[src/verilog/ppfs_pkg.sv]
// Package of constants and carrier types for the port pin function selector
package ppfs_pkg;
	// ------------------------------------------------------------
	// Register map
	// ------------------------------------------------------------
	localparam logic [15:0] ADDR_PORT2_IN_EN = 16'h522a;
	localparam logic [15:0] ADDR_P0_FSEL     = 16'h52a0;
	localparam logic [7:0]  RST_PORT2_IN_EN  = 8'h0f;
	localparam logic [7:0]  RST_P0_FSEL      = 8'h00;
	localparam logic [7:0]  MASK_PORT2_IN_EN = 8'h0f;
	localparam logic [7:0]  READ_UNMAPPED = 8'h00;

	// ------------------------------------------------------------
	// Field positions of the function select register
	// ------------------------------------------------------------
	localparam int SEL_W    = 2;
	localparam int PIN0_LSB = 0;
	localparam int PIN1_LSB = 2;
	localparam int PIN2_LSB = 4;
	localparam int PIN3_LSB = 6;

	// Function codes
	localparam logic [1:0] FN_PORT = 2'h0;
	localparam logic [1:0] FN_ONE  = 2'h1;
	localparam logic [1:0] FN_TWO  = 2'h2;
	localparam logic [1:0] FN_THR  = 2'h3;

	// One pin's drive: value and output enable
	typedef struct packed {
		logic val;
		logic oe;
	} ppfs_drive_t;
endpackage

[src/verilog/ppfs_pin_sel.sv]
// One pin's function multiplexer: picks drive by a two-bit code
`timescale 1ns/10ps
module ppfs_pin_sel (
	input  wire logic                 CLK_I,     // Clock
	input  wire logic                 RESET_N_I, // Sync reset, active low
	input  wire logic [1:0]           sel_i,     // Function code
	input  wire ppfs_pkg::ppfs_drive_t port_i,   // General port drive
	input  wire ppfs_pkg::ppfs_drive_t f1_i,     // Drive for code 1
	input  wire ppfs_pkg::ppfs_drive_t f2_i,     // Drive for code 2
	input  wire ppfs_pkg::ppfs_drive_t f3_i,     // Drive for code 3
	output ppfs_pkg::ppfs_drive_t      pin_o     // Registered pin drive
);
	ppfs_pkg::ppfs_drive_t next_pin;
	ppfs_pkg::ppfs_drive_t pin;

	// Route drive by code; reserved codes are given tristate drive by the caller
	always_comb begin
		unique case (sel_i)
			ppfs_pkg::FN_PORT: next_pin = port_i;
			ppfs_pkg::FN_ONE:  next_pin = f1_i;
			ppfs_pkg::FN_TWO:  next_pin = f2_i;
			ppfs_pkg::FN_THR:  next_pin = f3_i;
		endcase
	end

	// Register so the top's outputs come from flops
	always_ff @(posedge CLK_I) begin
		if (!RESET_N_I) begin
			pin <= '0;
		end else begin
			pin <= next_pin;
		end
	end

	assign pin_o = pin;
endmodule

[src/verilog/ppfs_top.sv]
// Top of the port pin function selector with its register slave
`timescale 1ns/10ps
module ppfs_top (
	input  wire logic        CLK_I,          // Peripheral clock, 50 MHz
	input  wire logic        RESET_N_I,      // Sync reset, active low
	input  wire logic [15:0] ADDR_I,         // Register byte address
	input  wire logic [7:0]  WDATA_I,        // Write data
	input  wire logic        WR_I,           // Write strobe
	input  wire logic        RD_I,           // Read strobe
	output logic      [7:0]  RDATA_O,        // Read data, cycle after strobe
	input  wire logic [3:0]  P0_OUT_I,       // Port 0 low output data
	input  wire logic [3:0]  P0_OEN_I,       // Port 0 low output enables
	input  wire logic        LOW_FREQ_OSC_OUT_I, // Oscillator clock to pin 3
	input  wire logic        CLOCK_OUT_A_I,  // Clock output A to pin 2
	input  wire logic        SER_CLK_OUT_I,  // Serial clock line value
	input  wire logic        SER_CLK_OE_I,   // Serial clock drive enable
	input  wire logic        SERIAL_DATA_OUT_I, // Serial data out to pin 1
	input  wire logic [3:0]  P0_PIN_IN_I,    // Port 0 low pin levels
	input  wire logic [3:0]  P2_PIN_IN_I,    // Port 2 pin levels
	output logic      [3:0]  P0_PIN_OUT_O,   // Port 0 low pin values
	output logic      [3:0]  P0_PIN_OE_O,    // Port 0 low pin enables
	output logic      [3:0]  P0_PORT_IN_O,   // Levels to port logic
	output logic             EXT_TIMER_CLOCK_IN_O, // Pin 3 to timer
	output logic             SER_CLK_IN_O,   // Pin 2 to serial clock in
	output logic             SERIAL_DATA_IN_O, // Pin 0 to serial in
	output logic      [3:0]  P2_IN_O,        // Gated port 2 levels
	output logic      [3:0]  PORT2_IN_EN_BITS_O, // Port 2 input enables
	output logic      [7:0]  P0_FSEL_O       // Function select value
);
	// ------------------------------------------------------------
	// Register file
	// ------------------------------------------------------------
	logic [3:0] port2_in_en_bits;
	logic [3:0] next_port2_in_en_bits;
	logic [1:0] pin3_func_sel;
	logic [1:0] pin2_func_sel;
	logic [1:0] pin1_func_sel;
	logic [1:0] pin0_func_sel;
	logic [7:0] next_fsel;
	logic [7:0] fsel;
	logic [7:0] rdata;
	logic [7:0] next_rdata;

	assign fsel = {pin3_func_sel, pin2_func_sel, pin1_func_sel, pin0_func_sel};

	// Write decode and read mux; unmapped reads return zero
	always_comb begin
		next_port2_in_en_bits = port2_in_en_bits;
		next_fsel             = fsel;
		next_rdata            = rdata;
		if (WR_I && ADDR_I == ppfs_pkg::ADDR_PORT2_IN_EN) begin
			next_port2_in_en_bits = WDATA_I[3:0];
		end
		if (WR_I && ADDR_I == ppfs_pkg::ADDR_P0_FSEL) begin
			next_fsel = WDATA_I;
		end
		if (RD_I) begin
			if (ADDR_I == ppfs_pkg::ADDR_PORT2_IN_EN) begin
				next_rdata = {4'h0, port2_in_en_bits} & ppfs_pkg::MASK_PORT2_IN_EN;
			end else if (ADDR_I == ppfs_pkg::ADDR_P0_FSEL) begin
				next_rdata = fsel;
			end else begin
				next_rdata = ppfs_pkg::READ_UNMAPPED;
			end
		end
	end

	// Registers; read data hold their value between reads
	always_ff @(posedge CLK_I) begin
		if (!RESET_N_I) begin
			port2_in_en_bits <= ppfs_pkg::RST_PORT2_IN_EN[3:0];
			pin3_func_sel    <= ppfs_pkg::RST_P0_FSEL[ppfs_pkg::PIN3_LSB +: ppfs_pkg::SEL_W];
			pin2_func_sel    <= ppfs_pkg::RST_P0_FSEL[ppfs_pkg::PIN2_LSB +: ppfs_pkg::SEL_W];
			pin1_func_sel    <= ppfs_pkg::RST_P0_FSEL[ppfs_pkg::PIN1_LSB +: ppfs_pkg::SEL_W];
			pin0_func_sel    <= ppfs_pkg::RST_P0_FSEL[ppfs_pkg::PIN0_LSB +: ppfs_pkg::SEL_W];
			rdata            <= 8'h00;
		end else begin
			port2_in_en_bits <= next_port2_in_en_bits;
			pin3_func_sel    <= next_fsel[ppfs_pkg::PIN3_LSB +: ppfs_pkg::SEL_W];
			pin2_func_sel    <= next_fsel[ppfs_pkg::PIN2_LSB +: ppfs_pkg::SEL_W];
			pin1_func_sel    <= next_fsel[ppfs_pkg::PIN1_LSB +: ppfs_pkg::SEL_W];
			pin0_func_sel    <= next_fsel[ppfs_pkg::PIN0_LSB +: ppfs_pkg::SEL_W];
			rdata            <= next_rdata;
		end
	end

	assign RDATA_O            = rdata;
	assign PORT2_IN_EN_BITS_O = port2_in_en_bits;
	assign P0_FSEL_O          = fsel;

	// ------------------------------------------------------------
	// Output multiplexers, one per pin
	// ------------------------------------------------------------
	ppfs_pkg::ppfs_drive_t port_drv [4];
	ppfs_pkg::ppfs_drive_t f1_drv   [4];
	ppfs_pkg::ppfs_drive_t f2_drv   [4];
	ppfs_pkg::ppfs_drive_t f3_drv   [4];
	ppfs_pkg::ppfs_drive_t pin_drv  [4];
	logic [1:0]            sel      [4];
	ppfs_pkg::ppfs_drive_t off;

	// Reserved and input-only functions leave the pin undriven
	assign off = '{val: 1'b0, oe: 1'b0};

	assign sel[0] = pin0_func_sel;
	assign sel[1] = pin1_func_sel;
	assign sel[2] = pin2_func_sel;
	assign sel[3] = pin3_func_sel;

	// Peripheral drive per pin and code
	always_comb begin
		for (int i = 0; i < 4; i++) begin
			port_drv[i] = '{val: P0_OUT_I[i], oe: P0_OEN_I[i]};
			f1_drv[i]   = off;
			f2_drv[i]   = off;
			f3_drv[i]   = off;
		end
		f1_drv[1] = '{val: SERIAL_DATA_OUT_I, oe: 1'b1};
		f1_drv[2] = '{val: SER_CLK_OUT_I, oe: SER_CLK_OE_I};
		f2_drv[2] = '{val: CLOCK_OUT_A_I, oe: 1'b1};
		f3_drv[3] = '{val: LOW_FREQ_OSC_OUT_I, oe: 1'b1};
	end

	genvar g;
	generate
		for (g = 0; g < 4; g++) begin : g_pin
			ppfs_pin_sel u_sel (
				.CLK_I     (CLK_I),
				.RESET_N_I (RESET_N_I),
				.sel_i     (sel[g]),
				.port_i    (port_drv[g]),
				.f1_i      (f1_drv[g]),
				.f2_i      (f2_drv[g]),
				.f3_i      (f3_drv[g]),
				.pin_o     (pin_drv[g])
			);
			assign P0_PIN_OUT_O[g] = pin_drv[g].val;
			assign P0_PIN_OE_O[g]  = pin_drv[g].oe;
		end
	endgenerate

	// ------------------------------------------------------------
	// Input routing
	// ------------------------------------------------------------
	logic [3:0] next_p0_port_in;
	logic [3:0] p0_port_in;
	logic       next_ext_clk;
	logic       ext_clk;
	logic       next_sclk_in;
	logic       sclk_in;
	logic       next_sin;
	logic       sin;
	logic [3:0] next_p2_in;
	logic [3:0] p2_in;

	// Peripheral inputs see the pin only when selected, else idle low
	always_comb begin
		next_p0_port_in = P0_PIN_IN_I;
		next_ext_clk    = (pin3_func_sel == ppfs_pkg::FN_ONE) ? P0_PIN_IN_I[3] : 1'b0;
		next_sclk_in    = (pin2_func_sel == ppfs_pkg::FN_ONE) ? P0_PIN_IN_I[2] : 1'b0;
		next_sin        = (pin0_func_sel == ppfs_pkg::FN_ONE) ? P0_PIN_IN_I[0] : 1'b0;
		next_p2_in      = P2_PIN_IN_I & port2_in_en_bits;
	end

	// Registered so input paths are one flop deep
	always_ff @(posedge CLK_I) begin
		if (!RESET_N_I) begin
			p0_port_in <= 4'h0;
			ext_clk    <= 1'b0;
			sclk_in    <= 1'b0;
			sin        <= 1'b0;
			p2_in      <= 4'h0;
		end else begin
			p0_port_in <= next_p0_port_in;
			ext_clk    <= next_ext_clk;
			sclk_in    <= next_sclk_in;
			sin        <= next_sin;
			p2_in      <= next_p2_in;
		end
	end

	assign P0_PORT_IN_O         = p0_port_in;
	assign EXT_TIMER_CLOCK_IN_O = ext_clk;
	assign SER_CLK_IN_O         = sclk_in;
	assign SERIAL_DATA_IN_O     = sin;
	assign P2_IN_O              = p2_in;
endmodule
[config.mk]
export PLATFORM = sky130hd
export DESIGN_NAME = ppfs_top
export DESIGN_NICKNAME = d
export VERILOG_FILES = /design/src/verilog/ppfs_pkg.sv /design/src/verilog/ppfs_pin_sel.sv /design/src/verilog/ppfs_top.sv
export SDC_FILE = /design/constraint.sdc
export NUM_CORES = 1
export LEC_CHECK = 0
export ABC_AREA = 1
export BUFFER_PORTS_ARGS = -buffer_cell sky130_fd_sc_hd__buf_2
export CORE_ASPECT_RATIO = 1.2
export CORE_MARGIN = 4
export CORE_UTILIZATION = 39
export DETAILED_ROUTE_END_ITERATION = 7
export PLACE_DENSITY = 0.75
export SLEW_MARGIN = 20
export SYNTH_ARGS = -nofsm -noshare
export SYNTH_HDL_FRONTEND = slang
export SYNTH_SLANG_ARGS = --single-unit
[constraint.sdc]
create_clock -name CLK_I -period 1.2 [get_ports CLK_I]
set_clock_uncertainty 0.15 [all_clocks]
set_input_delay 0.12 -clock CLK_I [delete_from_list [all_inputs] [get_ports CLK_I]]
set_output_delay 0.12 -clock CLK_I [all_outputs]
set_load 0.01 [all_outputs]
==> flow_summary.ini, run 1 <==
[outcome]
outcome = finished, final reports clean

[setup_path]
worstSetupPathType = reg2out
critPathTopFamily = flip-flops
path_cells = buf_2
path_max_fanout = 6
cp.required_ns = 0.93
critPathSlowestCell = dfxtp_1
critPathLaunchType = register
endpoint_kind = output port
arrival_ns = 0.88
crit_buf_inv = 1
crit_path_max_incr_delay_ns = 0.42

[clock_network]
insertion_delay_ns = 0.28
cts_max_path_buffers = 2
cts.sinks = 39
cts_made_buffers = 5
path_clk_slew_ns = 0.07
htreeDepth = 2
cts_root_buf = clkbuf_8
cts_tree = built

[power]
comb_power_share_pct = 12.7
clockPowerShare_pct = 32.2
p_leak_nw = 1.33
power.internal_w = 0.00189
share_seq_of_total_power_pct = 55.1
p_sw_w = 0.000543
power_density_nw_per_um2 = 1010
vdd_drop_max_v = 0.000757
swShare_pct = 22.4

[logic_synthesis]
yosys.area.top_type_share_pct = 50.3
ys_async_sr_fraction_pct = 0
synthMostInstantiatedCell = nand2_1
ys_warn_count = 0
synth_edf_count = 0
synthTopCellsByCount = nand2_1 (46), nor2_1 (40), dfxtp_1 (39)
synth.distinct_cells = 19
ys_top_cells_by_area = dfxtp_1 (50%), nand2_1 (11%), nor2_1 (9.7%), nand3_1 (8.4%), inv_1 (6.0%)
synthFlopType = dfxtp_1
ys_seq_elements = 39
synth_area_leader_cell = dfxtp_1
syn_area_um2 = 1550
syn_inst = 211
synth_fp_nets = 260
synth.avg_cell_area_um2 = 7.36
yosysSeqAreaShare_pct = 50.3

[job]
max_cap_violations = 0

[cells_and_area]
drive_gt1_share_pct = 32.8
num_antenna_cells = 0
nets = 382
n_fill_cell = 344
regArea_um2 = 781
areaGrowthSynthToFinish_pct = 55.5
multiInputGateArea_um2 = 637

[place]
post-dp-hpwl_um = 3000
dpl_worst_slack_ns = -0.0438
portBuffers = 87
globalplace.congestion = 0.766

[sta]
slew_viol_final = 0
worst_slew_pin_slew_ns = 0.223
rsz0062_at_grt = no
finalCritPeriodShare_pct = 96.0
slew_headroom_pct = 85.1
finalHoldViolations = 0
layout_min_cycle_time_ns = 1.15
max_freq_mhz = 868
fin_setup_tns_ns = 0
setup_slack_ns = 0.0482
final-setup-viol-count = 0

[die]
rows = 24
ios = 88
die_h_um = 77.1
core_um2 = 3720
start_util_pct = 41.7
die_w_um = 65.6
dieArea_um2 = 5060

[routing]
routed_wl_um = 4380
dr.pass1.iters = 4
dr.first_iter.drc_count = 58
vias = 1684
drc = 0
ant_nets = 0
wire_per_inst_um = 11.4
vias_per_cell = 4.39

[global_route]
top_usage_layer = met2
gr-usage-met1_pct = 19.6
grt_use_met3_pct = 5.41
first_global_vias = 1622
met2_usage_pct = 32.1
grtUsageTotal_pct = 18.1
grt_overflow = 0
grt_max_degree = 19
antenna_found_initial = 0
grt_pass1_wl_um = 7130

[worst_hold_path]
hold_path.class = in2reg
==> layer usage <==
| metal | share of wire, % | wire (µm) | vias up |
|---|---|---|---|
| met5 | 0 | 0 | - |
| met4 | 2.2 | 98 | 0 |
| met3 | 6.0 | 262 | 9 |
| met2 | 52 | 2290 | 55 |
| met1 | 40 | 1730 | 725 |
| li1 | - | - | 895 |
==> through the flow <==
| stage | util (%) | area, µm² | hold WS, ns | total power, W | std cells |
|---|---|---|---|---|---|
| after floorplan | - | 1550 | 0.0676 | 0.00147 | 211 |
| after global placement | 55.6 | 2070 | 0.151 | 0.00160 | 351 |
| after detailed placement | 55.6 | 2070 | 0.158 | 0.00160 | 351 |
| after CTS | 64.9 | 2410 | 0.00171 | 0.00245 | 384 |
| after global routing | 64.9 | 2410 | 0.0431 | 0.00256 | 384 |
| final | 64.9 | 2410 | 0.00606 | 0.00243 | 384 |
==> power groups by stage <==
stage / clock [W] / combinational, W / sequential (W)
4_1_cts: 0.000812 / 0.000305 / 0.00134
5_1_grt: 0.000875 / 0.000342 / 0.00134
3_5_place_dp: 0 / 0.000237 / 0.00137
3_3_place_gp: 0 / 0.000233 / 0.00137
2_1_floorplan: 0 / 0.0000831 / 0.00139
6_report: 0.000782 / 0.000309 / 0.00134
==> area by class of cell <==
cell class / count / share of cell area, %
Clock buffer: 6 / 3.01
Inverter: 27 / 4.20
Multi-Input combinational cell: 139 / 26.4
Sequential cell: 39 / 32.3
Tap cell: 52 / 2.69
Timing Repair Buffer: 121 / 31.4
==> registers in the layout, summed over array words and instances, names as in the netlist <==
register and count:
pin3_func_sel 2, SERIAL_DATA_IN_O 1, g_pin.u_sel.pin_o 8, pin1_func_sel 2
PORT2_IN_EN_BITS_O 4, EXT_TIMER_CLOCK_IN_O 1, pin2_func_sel 2, RDATA_O 8
SER_CLK_IN_O 1, P2_IN_O 4, P0_PORT_IN_O 4, pin0_func_sel 2
==> placed cells by master, fill, tap and decap left out, drive strengths merged <==
master / count
nand2: 50
clkbuf: 6
nand3: 27
nor2: 45
inv: 25
dlygate4sd3: 27
dfxtp: 39
a21oi: 7
buf: 94
o21ai: 1
clkinv: 2
nor4: 1
nand4: 4
nor3: 4
==> path summary, 6_finish.rpt <==
check | from | end | slack, ns | cells after the start
max reg2reg | pin2_func_sel[1] | g_pin[2].u_sel.pin_o[1] | 0.21 | 5
max | pin3_func_sel[1] | P0_FSEL_O[7] | 0.05 | 1
min reg2reg | RDATA_O[6] | RDATA_O[6] | 0.31 | 2
min | P0_OUT_I[2] | g_pin[2].u_sel.pin_o[1] | 0.006 | 5
==> cells by family after synthesis <==
logic type | after synthesis | share of synthesized area [%]
AND/OR/NAND/NOR | 131 | 38.4
AO/OA/AOI/OAI | 8 | 2.58
flip-flops | 39 | 50.3
buffers and inverters | 33 | 8.70
==> timing repair <==
item                                    CTS  global route
endpoints found under the setup margin    0             0
hold buffers                             27             0
resized for setup                         0             0
buffers inserted                          0             0
hold endpoints to repair                 30             0
Power figures use the tool's default switching activity.
==> run 2: changes to the inputs <==
--- a/config.mk
+++ b/config.mk
@@ -5,13 +5,13 @@
 export SDC_FILE = /design/constraint.sdc
 export NUM_CORES = 1
 export LEC_CHECK = 0
-export ABC_AREA = 1
 export BUFFER_PORTS_ARGS = -buffer_cell sky130_fd_sc_hd__buf_2
+export CAP_MARGIN = 20
 export CORE_ASPECT_RATIO = 1.2
-export CORE_MARGIN = 4
-export CORE_UTILIZATION = 39
+export CORE_MARGIN = 1
+export CORE_UTILIZATION = 38
 export DETAILED_ROUTE_END_ITERATION = 7
-export PLACE_DENSITY = 0.75
+export PLACE_DENSITY = 0.74
 export SLEW_MARGIN = 20
 export SYNTH_ARGS = -nofsm -noshare
 export SYNTH_HDL_FRONTEND = slang
==> run 2 against run 1 <==
Effect of this change:
- the run now ends with negative setup slack left
- global-route usage grew 4.1 points
- largest power group unchanged
- wire length rose by 2.8%
- critical path depth increased by 4
- sequential power about the same
- combinational power increased by 5%
- die area is 17% lower
- cell count down 13%
==> flow_summary.ini, run 2 <==
[power]
vdd_drop_max_v = 0.000562
p_leak_nw = 1.13
power_density_nw_per_um2 = 1020

[cells_and_area]
drive_gt1_share_pct = 45.4
nets = 331
n_fill_cell = 319
final_common_cell = buf_2
regArea_um2 = 788
final_cell_mix = buf_2 (85), dfxtp_1 (33), dlygate4sd3_1 (27), nand3_1 (17)
areaGrowthSynthToFinish_pct = 66.9
post-route-util_pct = 67.7
num_antenna_cells = 0
multiInputGateArea_um2 = 693

[logic_synthesis]
synthAdderAreaFrac_pct = 0
muxShareOfSynthArea_pct = 1.34
ys_async_sr_fraction_pct = 0
syn_inst = 153
yosysSeqAreaShare_pct = 52.1
synth.avg_cell_area_um2 = 9.79
synth_top_family_by_area = simple AND/OR/NAND/NOR gates
synth.distinct_cells = 29
yosys.area_share.simple_pct = 29.6
synth_xor_xnor_area_share_pct = 0
synth_compound_area_share_pct = 13.8
ys_seq_elements = 39
ys_warn_count = 0
ys_top_cells_by_area = dfxtp_1 (52%), nand3_1 (5.7%), a21oi_1 (5.0%), and2_1 (2.9%), nor4_4 (2.8%)
synthFlopType = dfxtp_1
syn_area_um2 = 1500
synth_area_leader_cell = dfxtp_1
synth_fp_nets = 202
synthMostInstantiatedCell = dfxtp_1
synth_edf_count = 0
yosys.area.top_type_share_pct = 52.1
synthTopCellsByCount = dfxtp_1 (39), nand3_1 (17), a21oi_1 (15)

[routing]
vias = 1699
wire_per_inst_um = 13.5
dr.first_iter.drc_count = 64
dr.pass1.iters = 4
ant_nets = 0
drc = 0
routed_wl_um = 4500
vias_per_cell = 5.09

[clock_network]
insertion_delay_ns = 0.28
htreeDepth = 2
cts_tree = built
path_clk_slew_ns = 0.07
cts_made_buffers = 5
cts_root_buf = clkbuf_8
cts.sinks = 39
cts_max_path_buffers = 2

[global_route]
antenna_found_initial = 0
grt_max_degree = 18
grt_pass1_wl_um = 7090
grtUsageTotal_pct = 22.1
grt_overflow = 0
first_global_vias = 1587

[setup_path]
arrival_ns = 1.56
endpoint_kind = register
cp.required_ns = 1.21
critPathLaunchType = input port
worstSetupPathType = in2reg
path_max_fanout = 8

[place]
portBuffers = 87
globalplace.congestion = 0.815
post-dp-hpwl_um = 2950
dpl_worst_slack_ns = -0.779

[outcome]
outcome = finished with violations
violations = negative setup slack

[sta]
rsz0062_at_grt = yes
layout_min_cycle_time_ns = 1.55
max_freq_mhz = 644
hold_slack_ns = 0.0525
finalCritPeriodShare_pct = 129
worst_slew_pin_slew_ns = 0.478
slew_headroom_pct = 68.1
finalHoldViolations = 0
fin_setup_tns_ns = -6.15
final-setup-viol-count = 20
slew_viol_final = 0
setup_slack_ns = -0.354

[die]
start_util_pct = 40.5
die_h_um = 70.8
rows = 24
die_w_um = 59.3
dieArea_um2 = 4200
core_um2 = 3690
ios = 88

[worst_hold_path]
hold_path.class = in2reg

[job]
max_cap_violations = 0
-- run 2: cell types whose count changed after synthesis, sizes merged, moves of 8 or more --
cell | previous run | this run
a21oi | 7 | 15
inv | 25 | 2
nand2 | 50 | 4
nand3 | 27 | 17
nor2 | 45 | 6
o21ai | 1 | 13
-- run 2: cells by family after synthesis --
| family | count (synthesis) |
|---|---|
| AOI/OAI and AO/OA | 37 |
| DFF | 39 |
| and+or+nand+nor | 65 |
| muxes | 2 |
| buffers and inverters | 10 |
-- run 2: cell type report --
cell class	instances	share of cell area, %
Clock buffer	6	3.30
Clock inverter	1	0.200
Inverter	2	0.300
Multi-Input combinational cell	104	27.7
Sequential cell	39	31.5
Tap cell	52	2.60
Timing Repair Buffer	130	34.3
-- run 2: metal layers --
metal  GRT usage [%]  wire length [µm]  up-vias
met2            39.1              2410       78
met1            24.5              1710      783
li1                -                 -      821
met4            10.3               150        0
met3            4.75               226       17
met5               0                 0        -
-- run 2: what timing repair did --
item | in CTS | in global routing
pin swaps | 4 | 1
endpoints found under the setup margin | 20 | 26
endpoints found under the hold margin | 24 | 0
gates resized for setup | 5 | 11
hold buffers | 27 | 0
buffers inserted | 0 | 0
gates cloned | 0 | 0
-- run 2: final timing paths --
check                         from                       to  slack [ns]  depth (start not counted)
hold reg to reg         RDATA_O[6]               RDATA_O[6]        0.32                          2
setup reg to reg  pin2_func_sel[0]  g_pin[2].u_sel.pin_o[1]        0.18                          4
setup / recovery        ADDR_I[13]         pin1_func_sel[1]       -0.35                          5
hold / removal         P0_OUT_I[2]  g_pin[2].u_sel.pin_o[1]        0.05                          5
-- run 2: power by group --
part / switching (W) / internal, W
Clock: 0.000434 / 0.000451
Combinational: 0.000131 / 0.000192
Sequential: 0.00000885 / 0.00133
-- run 2: per-stage QoR --
stage,power (W),cell area [µm²],std cells
final,0.00255,2500,334
after floorplan,0.00146,1500,153
after global placement,0.00161,2090,300
after CTS,0.00255,2470,334
after detailed placement,0.00161,2090,300
after global routing,0.00264,2500,334
-- run 2: critical path, stage by stage --
cell and delay [ns]:
buf_6 0.09, or4bb_4 0.53, or4_4 0.60, o21ai_2 0.15, a21oi_1 0.08
==> run 3: changes to the inputs <==
--- a/config.mk
+++ b/config.mk
@@ -6,10 +6,12 @@
 export NUM_CORES = 1
 export LEC_CHECK = 0
 export BUFFER_PORTS_ARGS = -buffer_cell sky130_fd_sc_hd__buf_2
-export CAP_MARGIN = 20
+export CAP_MARGIN = 10
+export CELL_PAD_IN_SITES_DETAIL_PLACEMENT = 2
+export CELL_PAD_IN_SITES_GLOBAL_PLACEMENT = 2
 export CORE_ASPECT_RATIO = 1.2
 export CORE_MARGIN = 1
-export CORE_UTILIZATION = 38
+export CORE_UTILIZATION = 21
 export DETAILED_ROUTE_END_ITERATION = 7
 export PLACE_DENSITY = 0.74
 export SLEW_MARGIN = 20
==> run 3 against run 2 <==
Effect of this change:
- the run still ends with negative setup slack left
- combinational power grew 2%
- cell area increased by 5.3%
- largest power group unchanged
- critical endpoint is now pin2_func_sel[1]
- via count fell by 1.7%
- wire length rose by 25%
- critical path depth unchanged
- sequential share of layout area fell by 1.4 points
- die area grew 78%
==> flow_summary.ini, run 3 (same netlist as run 2, synthesis figures left out) <==
[routing]
ant_nets = 0
dr.pass1.iters = 4
routed_wl_um = 5610
dr.first_iter.drc_count = 52
vias = 1670
vias_per_cell = 4.53
wire_per_inst_um = 15.2
drc = 0

[power]
comb_power_share_pct = 11.8
power_density_nw_per_um2 = 1070
power.internal_w = 0.00219
power.total_w = 0.00282
p_leak_nw = 1.15
clockPowerShare_pct = 40.9
swShare_pct = 22.2
vdd_drop_max_v = 0.000480
share_seq_of_total_power_pct = 47.3
p_sw_w = 0.000626

[setup_path]
path_max_fanout = 8
endpoint = pin2_func_sel[1]
r2r-end = g_pin[2].u_sel.pin_o[1]
rr_worst_depth = 4
arrival_ns = 1.58
rr_startpoint = pin2_func_sel[0]
ff2ff_setup_slack_ns = 0.13
worstSetupPathType = in2reg
critPathLaunchType = input port
endpoint_kind = register
crit_start = ADDR_I[6]
cp.required_ns = 1.24

[die]
dieArea_um2 = 7470
ios = 88
core_um2 = 6850
start_util_pct = 21.9
die_w_um = 79.1
rows = 33
die_h_um = 94.5

[global_route]
grtUsageTotal_pct = 15.6
antenna_found_initial = 0
grt_max_degree = 18
grt_overflow = 0
first_global_vias = 1781
grt_pass1_wl_um = 8880

[place]
portBuffers = 87
placed_area_um2 = 2160
globalplace.congestion = 0.727
post-dp-hpwl_um = 4060

[outcome]
outcome = finished with violations
violations = negative setup slack

[clock_network]
path_clk_slew_ns = 0.08
cts.sinks = 39
insertion_delay_ns = 0.29
cts_max_path_buffers = 2
cts_root_buf = clkbuf_8
cts_setup_buffers = 0
cts_made_buffers = 5
htreeDepth = 2
cts_tree = built

[sta]
final-setup-viol-count = 20
finalCritPeriodShare_pct = 128
max_freq_mhz = 650
slew_headroom_pct = 70.5
setup_slack_ns = -0.339
slew_viol_final = 0
layout_min_cycle_time_ns = 1.54
finalHoldViolations = 0
worst_slew_pin_slew_ns = 0.442
rsz0062_at_grt = yes

[cells_and_area]
nets = 330
final_common_cell = buf_2
multiInputGateArea_um2 = 737
drive_gt1_share_pct = 50.4
final_cell_mix = buf_2 (85), dfxtp_1 (31), dlygate4sd3_1 (26), nand3_1 (15)
fin_area_um2 = 2630
regArea_um2 = 793
post-route-util_pct = 38.4
areaGrowthSynthToFinish_pct = 75.8
n_fill_cell = 794
num_antenna_cells = 0

[worst_hold_path]
hold_path.class = in2reg
hp-start = P0_OEN_I[2]

[job]
max_cap_violations = 0
run 3: changes by cell type in the layout (fill, tap and decap cells not counted), sizes merged:
cell,previous run,this run
bufinv,0,1
dlygate4sd3,27,26
run 3: worst min-delay path by stage:
stage                                    to  depth (start not counted)
floorplan           g_pin[1].u_sel.pin_o[0]                          2
global placement    g_pin[1].u_sel.pin_o[0]                          3
detailed placement          P0_PORT_IN_O[1]                          2
CTS                 g_pin[2].u_sel.pin_o[0]                          3
global route        g_pin[2].u_sel.pin_o[0]                          3
finish              g_pin[2].u_sel.pin_o[0]                          3
run 3: timing repair:
action,4_1_cts,5_1_grt
hold endpoints to repair,25,0
pin swaps,8,15
endpoints found under the setup margin,26,24
gates resized for setup,17,16
hold buffers,26,0
run 3: final cells by class:
class                           count  area share [%]
Clock buffer                        6            3.14
Clock inverter                      2            1.33
Inverter                            2           0.285
Multi-Input combinational cell    104            28.0
Sequential cell                    39            30.1
Tap cell                           87            4.13
Timing Repair Buffer              129            33.0
run 3: metal layers:
metal  vias to the layer above  GRT usage [%]  part of all wire (%)
met4                         0           4.09                  0.78
met1                       795           17.1                    39
met5                         -              0                     0
met3                         5           3.48                   5.5
met2                        53           29.7                    55
li1                        817              -                     -
run 3: power by group through the flow:
| stage | Sequential [W] | Clock (W) | Combinational (W) |
|---|---|---|---|
| after global routing | 0.00134 | 0.00125 | 0.000367 |
| final | 0.00133 | 0.00115 | 0.000332 |
| after floorplan | 0.00139 | 0 | 0.0000719 |
| after CTS | 0.00134 | 0.00121 | 0.000332 |
| after detailed placement | 0.00137 | 0 | 0.000259 |
| after global placement | 0.00137 | 0 | 0.000250 |
run 3: metrics by stage:
step,setup TNS (ns),worst slack [ns],hold WS [ns],cells
final,-6.24,-0.339,0.0108,369
after global placement,-13.14,-0.697,0.175,336
after CTS,-6.76,-0.376,0.0173,370
after global routing,-7.38,-0.404,0.0465,369
after floorplan,-9.82,-0.597,0.0858,153
after detailed placement,-13.64,-0.713,0.189,336
run 3: worst max-delay path, stage by stage:
cell and delay, ns:
buf_6 0.09, or4b_4 0.54, or4_4 0.59, o21ai_2 0.17, a21oi_2 0.07
